### config.mk
export PLATFORM = sky130hd
export DESIGN_NAME = eaf_video_fifo_clk
export DESIGN_NICKNAME = d
export VERILOG_FILES = /design/src/eaf_fifo.v /design/src/eaf_video_fifo_clk.v
export VERILOG_INCLUDE_DIRS = /design/src
export SDC_FILE = /design/constraint.sdc
export NUM_CORES = 1
export LEC_CHECK = 0
export BUFFER_PORTS_ARGS = -buffer_cell sky130_fd_sc_hd__buf_2
export CAP_MARGIN = 10
export CORE_MARGIN = 10
export CORE_UTILIZATION = 29
export DETAILED_ROUTE_END_ITERATION = 8
export SLEW_MARGIN = 40
export SYNTH_ARGS = -nofsm -noshare
export SYNTH_HDL_FRONTEND = slang
export SYNTH_HIERARCHICAL = 1
export SYNTH_SLANG_ARGS = --single-unit
### constraint.sdc
create_clock -name sys_clk_i -period 3.9 [get_ports sys_clk_i]
set_input_delay 0.975 -clock sys_clk_i [delete_from_list [all_inputs] [get_ports sys_clk_i]]
set_output_delay 0.975 -clock sys_clk_i [all_outputs]
set_load 0.005 [all_outputs]
### src/eaf_defs.vh
`ifndef EAF_DEFS_VH
`define EAF_DEFS_VH

// ********************************************************************
// Character/attribute FIFO geometry.
// ********************************************************************
`define EAF_FIFO_DEPTH 4
`define EAF_FIFO_AW 2
`define EAF_DATA_W 16
`define EAF_ADDR_W 16

// ********************************************************************
// Timing in bit times of the dot clock.
// ********************************************************************
`define EAF_BIT_CLKS 2
`define EAF_CELL_BITS 8
`define EAF_DRAIN_BITS 2
`define EAF_RD_BITS 3
`define EAF_CNT_W 8

// ********************************************************************
// Read sequencer states.
// ********************************************************************
`define EAF_ST_IDLE 2'h0
`define EAF_ST_VRD 2'h1
`define EAF_ST_CRD 2'h2

// ********************************************************************
// Reset and idle values.
// ********************************************************************
`define EAF_PIN_IDLE 1'h1
`define EAF_ADDR_RST 16'h0000

`endif

### src/eaf_fifo.v
`timescale 1ns/1ps
`include "eaf_defs.vh"

module eaf_fifo #(
	parameter W = `EAF_DATA_W,
	parameter DEPTH = `EAF_FIFO_DEPTH,
	parameter AW = `EAF_FIFO_AW
) (
	input wire sys_clk_i,
	input wire reset_n_i,
	input wire flush_i,
	input wire push_i,
	input wire [W-1:0] push_data_i,
	input wire pop_i,
	output wire [W-1:0] pop_data_o,
	output wire full_o,
	output wire empty_o
);

	reg [W-1:0] mem_q [0:DEPTH-1];
	reg [W-1:0] rdata_q;
	reg [AW-1:0] wp_q;
	reg [AW-1:0] rp_q;
	reg [AW:0] count_q;
	wire do_push;
	wire do_pop;

	// A push into a full FIFO or a pop from an empty one is dropped.
	assign full_o = (count_q == DEPTH);
	assign empty_o = (count_q == {(AW+1){1'b0}});
	assign do_push = push_i && !full_o && !flush_i;
	assign do_pop = pop_i && !empty_o && !flush_i;
	assign pop_data_o = rdata_q;

	// Storage has no reset; the pointers and the level count define what is valid.
	always @(posedge sys_clk_i) begin
		if (do_push) begin
			mem_q[wp_q] <= push_data_i;
		end
	end

	// Pointers, level and the registered read word.
	always @(posedge sys_clk_i or negedge reset_n_i) begin
		if (!reset_n_i) begin
			wp_q <= {AW{1'b0}};
			rp_q <= {AW{1'b0}};
			count_q <= {(AW+1){1'b0}};
			rdata_q <= {W{1'b0}};
		end else if (flush_i) begin
			wp_q <= {AW{1'b0}};
			rp_q <= {AW{1'b0}};
			count_q <= {(AW+1){1'b0}};
			rdata_q <= {W{1'b0}};
		end else begin
			if (do_push) begin
				wp_q <= wp_q + 1'b1;
			end
			if (do_pop) begin
				rp_q <= rp_q + 1'b1;
				rdata_q <= mem_q[rp_q];
			end
			if (do_push && !do_pop) begin
				count_q <= count_q + 1'b1;
			end else if (do_pop && !do_push) begin
				count_q <= count_q - 1'b1;
			end
		end
	end

endmodule

### src/eaf_video_fifo_clk.v
`timescale 1ns/1ps
`include "eaf_defs.vh"

// Operation
// - A fill strobe clocks extra attribute data into the outside FIFO with every internal FIFO load.
// - The fill strobe copies the display RAM read strobe but only for video loads, never CPU reads.
// - The drain strobe pulses for one to three bit times whenever a new character cell starts.
// - While the shared pin carries the drain strobe the intensity attribute is disabled.
// - The dot clock or fill strobe pin stays high in reset and until video is enabled.
// - Reset empties the video FIFO and holds video off until the enable bit is set.
module eaf_video_fifo_clk #(
	parameter BIT_CLKS = `EAF_BIT_CLKS,
	parameter CELL_BITS = `EAF_CELL_BITS,
	parameter DRAIN_BITS = `EAF_DRAIN_BITS,
	parameter RD_BITS = `EAF_RD_BITS,
	parameter DATA_W = `EAF_DATA_W,
	parameter ADDR_W = `EAF_ADDR_W
) (
	input wire sys_clk_i,
	input wire reset_n_i,
	input wire video_enable_i,
	input wire fill_strobe_sel_i,
	input wire drain_strobe_sel_i,
	input wire intensity_attr_i,
	input wire cpu_rd_req_i,
	input wire [ADDR_W-1:0] cpu_rd_addr_i,
	input wire [DATA_W-1:0] ram_data_i,
	output wire ram_rd_n_o,
	output wire [ADDR_W-1:0] ram_addr_o,
	output wire fill_pin_o,
	output wire drain_pin_o,
	output wire cpu_rd_done_o,
	output wire [DATA_W-1:0] cpu_rd_data_o,
	output wire [DATA_W-1:0] char_attr_o,
	output wire cell_start_o
);

	localparam [`EAF_CNT_W-1:0] BIT_LAST = BIT_CLKS[`EAF_CNT_W-1:0] - 1'b1;
	localparam [`EAF_CNT_W-1:0] BIT_HALF = BIT_CLKS[`EAF_CNT_W:1];
	localparam [`EAF_CNT_W-1:0] CELL_LAST = CELL_BITS[`EAF_CNT_W-1:0] - 1'b1;
	localparam [`EAF_CNT_W-1:0] DRAIN_LEN = DRAIN_BITS[`EAF_CNT_W-1:0];
	localparam [`EAF_CNT_W-1:0] RD_LEN = RD_BITS[`EAF_CNT_W-1:0];

	// ****************************************************************
	// Declarations.
	// ****************************************************************
	reg vid_on_q;
	reg [`EAF_CNT_W-1:0] div_q;
	reg [`EAF_CNT_W-1:0] cell_q;
	reg [`EAF_CNT_W-1:0] drain_cnt_q;
	reg [`EAF_CNT_W-1:0] rd_cnt_q;
	reg [1:0] state_q;
	reg [1:0] state_d;
	reg [ADDR_W-1:0] vid_addr_q;
	reg [ADDR_W-1:0] addr_q;
	reg [ADDR_W-1:0] addr_d;
	reg ram_rd_n_q;
	reg ram_rd_n_d;
	reg fill_pin_q;
	reg fill_pin_d;
	reg drain_pin_q;
	reg drain_pin_d;
	reg cpu_done_q;
	reg [DATA_W-1:0] cpu_data_q;
	reg cell_start_q;
	reg [DATA_W-1:0] data_s1_q;
	reg [DATA_W-1:0] data_s2_q;
	wire bit_tick;
	wire cell_start;
	wire rd_end;
	wire fifo_full;
	wire fifo_empty;
	wire fifo_push;

	// Saturating down-count step used by the drain and read strobe counters.
	function [`EAF_CNT_W-1:0] cnt_dec;
		input [`EAF_CNT_W-1:0] v;
		begin
			cnt_dec = (v == {`EAF_CNT_W{1'b0}}) ? v : v - 1'b1;
		end
	endfunction

	// ****************************************************************
	// Bit time base and character cell timing.
	// ****************************************************************
	assign bit_tick = (div_q == BIT_LAST);
	assign cell_start = vid_on_q && bit_tick && (cell_q == {`EAF_CNT_W{1'b0}});
	assign rd_end = bit_tick && (rd_cnt_q == {{(`EAF_CNT_W-1){1'b0}}, 1'b1});

	// The enable comes from the control register on this clock, so no synchroniser.
	// Dropping it flushes the FIFO and rewinds the cell timing, as after reset.
	always @(posedge sys_clk_i or negedge reset_n_i) begin
		if (!reset_n_i) begin
			vid_on_q <= 1'b0;
			div_q <= {`EAF_CNT_W{1'b0}};
			cell_q <= {`EAF_CNT_W{1'b0}};
			drain_cnt_q <= {`EAF_CNT_W{1'b0}};
			cell_start_q <= 1'b0;
		end else begin
			vid_on_q <= video_enable_i;
			div_q <= bit_tick ? {`EAF_CNT_W{1'b0}} : div_q + 1'b1;
			cell_start_q <= cell_start;
			if (!vid_on_q) begin
				cell_q <= {`EAF_CNT_W{1'b0}};
				drain_cnt_q <= {`EAF_CNT_W{1'b0}};
			end else begin
				if (bit_tick) begin
					cell_q <= (cell_q == CELL_LAST) ? {`EAF_CNT_W{1'b0}} : cell_q + 1'b1;
				end
				if (cell_start) begin
					drain_cnt_q <= DRAIN_LEN;
				end else if (bit_tick) begin
					drain_cnt_q <= cnt_dec(drain_cnt_q);
				end
			end
		end
	end

	// ****************************************************************
	// Display RAM read sequencer.
	// ****************************************************************
	// Video loads win over CPU reads so the display never starves; a CPU read
	// waits as long as video is on and the FIFO has room for another word.
	always @* begin
		state_d = state_q;
		addr_d = addr_q;
		case (state_q)
		`EAF_ST_IDLE: begin
			if (bit_tick && vid_on_q && !fifo_full) begin
				state_d = `EAF_ST_VRD;
				addr_d = vid_addr_q;
			end else if (bit_tick && cpu_rd_req_i && !cpu_done_q) begin
				state_d = `EAF_ST_CRD;
				addr_d = cpu_rd_addr_i;
			end
		end
		`EAF_ST_VRD, `EAF_ST_CRD: begin
			if (rd_end) begin
				state_d = `EAF_ST_IDLE;
			end
		end
		default: begin
			state_d = `EAF_ST_IDLE;
		end
		endcase
	end

	// Strobe and pin values for the next cycle; both pins come from flops.
	always @* begin
		ram_rd_n_d = (state_d == `EAF_ST_IDLE);
		if (!vid_on_q) begin
			fill_pin_d = `EAF_PIN_IDLE;
		end else if (fill_strobe_sel_i) begin
			fill_pin_d = !(state_d == `EAF_ST_VRD);
		end else begin
			// The pin is a flop, so it takes the level of the coming cycle, high first half.
			fill_pin_d = bit_tick || ((div_q + 1'b1) < BIT_HALF);
		end
		if (drain_strobe_sel_i) begin
			drain_pin_d = (drain_cnt_q != {`EAF_CNT_W{1'b0}}) || cell_start;
		end else begin
			drain_pin_d = vid_on_q && intensity_attr_i;
		end
	end

	// Sequencer registers and the video address walk.
	always @(posedge sys_clk_i or negedge reset_n_i) begin
		if (!reset_n_i) begin
			state_q <= `EAF_ST_IDLE;
			addr_q <= `EAF_ADDR_RST;
			vid_addr_q <= `EAF_ADDR_RST;
			rd_cnt_q <= {`EAF_CNT_W{1'b0}};
			ram_rd_n_q <= `EAF_PIN_IDLE;
			fill_pin_q <= `EAF_PIN_IDLE;
			drain_pin_q <= 1'b0;
			cpu_done_q <= 1'b0;
			cpu_data_q <= {DATA_W{1'b0}};
		end else begin
			state_q <= state_d;
			addr_q <= addr_d;
			ram_rd_n_q <= ram_rd_n_d;
			fill_pin_q <= fill_pin_d;
			drain_pin_q <= drain_pin_d;
			cpu_done_q <= (state_q == `EAF_ST_CRD) && rd_end;
			if (state_q == `EAF_ST_IDLE && state_d != `EAF_ST_IDLE) begin
				rd_cnt_q <= RD_LEN;
			end else if (bit_tick) begin
				rd_cnt_q <= cnt_dec(rd_cnt_q);
			end
			if (!vid_on_q) begin
				vid_addr_q <= `EAF_ADDR_RST;
			end else if (fifo_push) begin
				vid_addr_q <= vid_addr_q + 1'b1;
			end
			if ((state_q == `EAF_ST_CRD) && rd_end) begin
				cpu_data_q <= data_s2_q;
			end
		end
	end

	// ****************************************************************
	// Data capture and the internal character/attribute FIFO.
	// ****************************************************************
	// The bus comes from a pin, so it passes two flops before use. Words are taken
	// at the last cycle of the strobe; the read must last at least three clocks.
	always @(posedge sys_clk_i or negedge reset_n_i) begin
		if (!reset_n_i) begin
			data_s1_q <= {DATA_W{1'b0}};
			data_s2_q <= {DATA_W{1'b0}};
		end else begin
			data_s1_q <= ram_data_i;
			data_s2_q <= data_s1_q;
		end
	end

	assign fifo_push = (state_q == `EAF_ST_VRD) && rd_end && vid_on_q;

	// Four levels deep so an outside copy driven by the two strobes stays aligned.
	eaf_fifo #(
		.W(DATA_W),
		.DEPTH(`EAF_FIFO_DEPTH),
		.AW(`EAF_FIFO_AW)
	) u_fifo (
		.sys_clk_i(sys_clk_i),
		.reset_n_i(reset_n_i),
		.flush_i(!vid_on_q),
		.push_i(fifo_push),
		.push_data_i(data_s2_q),
		.pop_i(cell_start),
		.pop_data_o(char_attr_o),
		.full_o(fifo_full),
		.empty_o(fifo_empty)
	);

	// ****************************************************************
	// Outputs.
	// ****************************************************************
	assign ram_rd_n_o = ram_rd_n_q;
	assign ram_addr_o = addr_q;
	assign fill_pin_o = fill_pin_q;
	assign drain_pin_o = drain_pin_q;
	assign cpu_rd_done_o = cpu_done_q;
	assign cpu_rd_data_o = cpu_data_q;
	assign cell_start_o = cell_start_q;

endmodule

==> results_dict.tcl <==
set metrics [dict create \
    status "finished, final reports clean" \
    h-tree-depth 1 \
    antenna_found_initial 0 \
    initial_core_util_pct 29.38 \
    fin_hold_ws_ns 0.3446 \
    tightestPinTransition_ns 0.6746 \
    p_leak_nw 4.440 \
    num_rows 63 \
    setup_viol 0 \
    grt_max_degree 63 \
    finalNetCount 802 \
    grt_pass1_wl_um 30280 \
    setup.worst_path.class "flip-flop to flip-flop" \
    ios 92 \
    min_from "data_s1_q[7]$_DFF_PN0_" \
    chipHeight_um 193.0 \
    rsz0062_at_grt "no" \
    ctsHoldBuffers 0 \
    finalWirelength_um 18520 \
    start_kind "flip-flop" \
    clk_latency_ns 0.52 \
    syn_nets 694 \
    vias 5376 \
    track_usage_pct 9.967 \
    multiInputGateArea_sq_mm 0.002922 \
    clock_path_buffers 3 \
    cp_slowest_cell "nor4_1" \
    clock.fmax_mhz 284.3 \
    ant_nets 0 \
    ys.warnings.count 6 \
    drtIter0Drc 267 \
    irDropWorstVdd_uv 290.5 \
    routabilityCongestion 0.7529 \
    worst-path-max-fanout 6 \
    num-fill-cells 2876 \
    fin_skew_ns 0.01180 \
    first_pass_iters 4 \
    via_per_inst 4.655 \
    wl_per_cell_um 16.04 \
    post-route-min-period_ns 3.517 \
    syn_to_final_growth_pct 20.25 \
    crit_start "div_q[6]$_DFF_PN0_" \
    setup_tns_ns 0 \
    cts.repair.resized 0 \
    post-route-drc-count 0 \
    slew_viol_final 0 \
    cp-end-kind "flip-flop" \
    powerDensity_mw_per_mm2 566.5 \
    post-dp-hpwl_um 12700 \
    grt_pass1_vias 5609 \
    clkSinkCount 207 \
    cp_common_cell "nor3_1" \
    core_region_area_sq_mm 0.02956 \
    clk_pin_slew_ns 0.06 \
    drive_above_1_share_pct 25.62 \
    regArea_sq_mm 0.005504 \
    io_buffer_count 91 \
    path_cells "nor4_1, nand4b_1, nor3_1, inv_1, nor3_1, and2_1, fa_1, a2111o_1, a221oi_2" \
    relSlewSlack_pct 54.82 \
    syn_area_sq_mm 0.008683 \
    maxCapViolCount 0 \
    syn_inst 637 \
    hold_path_class "flip-flop to flip-flop" \
    hold_viol_final 0 \
    cts_tree "done" \
    cts_buffers 26 \
    grt_remaining_overflow 0 \
    cp.required_ns 4.33 \
    antenna_cells 0 \
    dieArea_sq_mm 0.03726 \
    post-cts-setup-buffers 0 \
    clockRootBuffer "clkbuf_16" \
    rr_startpoint "div_q[6]$_DFF_PN0_" \
    finalCritPeriodShare_pct 90.19 \
    syn_avg_cell_area_sq_um 13.63 \
    cp.arrival_ns 3.95 \
    slowest_delay_ns 0.52 \
    dieWidth_um 193.0 \
]
[power by group]
part	total [mW]	leakage, nW	internal, mW	switching, mW
Clock	2.34	0.422	1.45	0.891
Sequential	2.64	2.44	2.48	0.154
Combinational	0.937	1.58	0.424	0.513
Total	5.92	4.44	4.36	1.56
[registers in the layout, indices dropped and copies added, names as in the netlist, 2 cells and up]
signal             count
drain_cnt_q            8
u_fifo/rp_q            2
cell_q                 8
ram_addr_o            16
vid_addr_q            16
data_s2_q             16
rd_cnt_q               8
data_s1_q             16
div_q                  8
u_fifo/wp_q            2
u_fifo/count_q         3
cpu_rd_data_o         16
u_fifo/mem_q          64
state_q                2
u_fifo/pop_data_o     16
[cell usage in the layout, fill, tap and decap left out, types with 5 or more instances in the layout]
| master | instances |
|---|---|
| dfrtp_1 | 140 |
| buf_2 | 90 |
| edfxtp_1 | 64 |
| nor2_1 | 37 |
| nand2_1 | 37 |
| o21ai_0 | 36 |
| clkbuf_16 | 27 |
| nand3_1 | 22 |
| a21oi_1 | 22 |
| mux2i_1 | 18 |
| inv_1 | 17 |
| a22o_1 | 17 |
| ha_1 | 17 |
| or3_1 | 16 |
| mux4_2 | 16 |
| xor2_1 | 15 |
| mux2_2 | 15 |
| buf_4 | 15 |
| xnor2_1 | 10 |
| nor3_1 | 10 |
| and2_1 | 8 |
| clkbuf_1 | 8 |
| nor4_1 | 7 |
| and3_1 | 6 |
| nand4_1 | 6 |
| clkbuf_8 | 6 |
| o31ai_1 | 5 |
[critical path: cells and delay by family, from the launching register on]
family / cells / cell delay, ns
flip-flops: 1 / 0.48
AO/OA/AOI/OAI: 2 / 0.58
adder cells (fa/ha/maj): 1 / 0.44
buffers and inverters: 1 / 0.15
AND/OR/NAND/NOR: 5 / 1.77
[metal layers]
layer	share of wire, %	vias to the layer above	global-route usage [%]	routed length [um]
li1	-	2575	-	-
met1	43	2682	12.62	8039
met2	49	90	16.67	9090
met3	5.3	29	2.428	989
met4	2.2	0	2.722	402
met5	0	-	0	0
[path summary, 6_finish.rpt]
path | end | slack, ns | depth (start not counted)
worst max-delay path | u_fifo/count_q[1]$_DFFE_PN0P_ | 0.38 | 9
worst min-delay path | data_s2_q[7]$_DFF_PN0_ | 0.34 | 0
worst max register to register | u_fifo/count_q[1]$_DFFE_PN0P_ | 0.38 | 9
worst min register to register | data_s2_q[7]$_DFF_PN0_ | 0.34 | 0
max in group asynchronous | vid_addr_q[15]$_DFFE_PN0P_ | 2.70 | 2
min in group asynchronous | u_fifo/pop_data_o[13]$_DFFE_PN0P_ | 0.41 | 1
[stage by stage]
step	cells	power [mW]	worst slack [ns]	utilization, %	area [sq um]
6_report	1155	5.915	0.3826	35.32	10440
4_1_cts	1155	6.031	0.3835	35.32	10440
2_1_floorplan	637	3.214	0.7908	-	8683
5_1_grt	1155	6.258	0.04512	35.32	10440
3_5_place_dp	1107	3.640	0.3688	32.39	9574
3_3_place_gp	1107	3.615	0.4898	32.39	9574
[layout make-up]
cell class | instances | share of cell area (%)
multi-input combinational | 385 | 27.98
tap | 390 | 4.673
timing repair buffer | 107 | 5.692
clock inverter | 7 | 0.7430
sequential | 207 | 52.71
clock buffer | 41 | 7.549
inverter | 18 | 0.6471
Power figures use the tool's default switching activity.
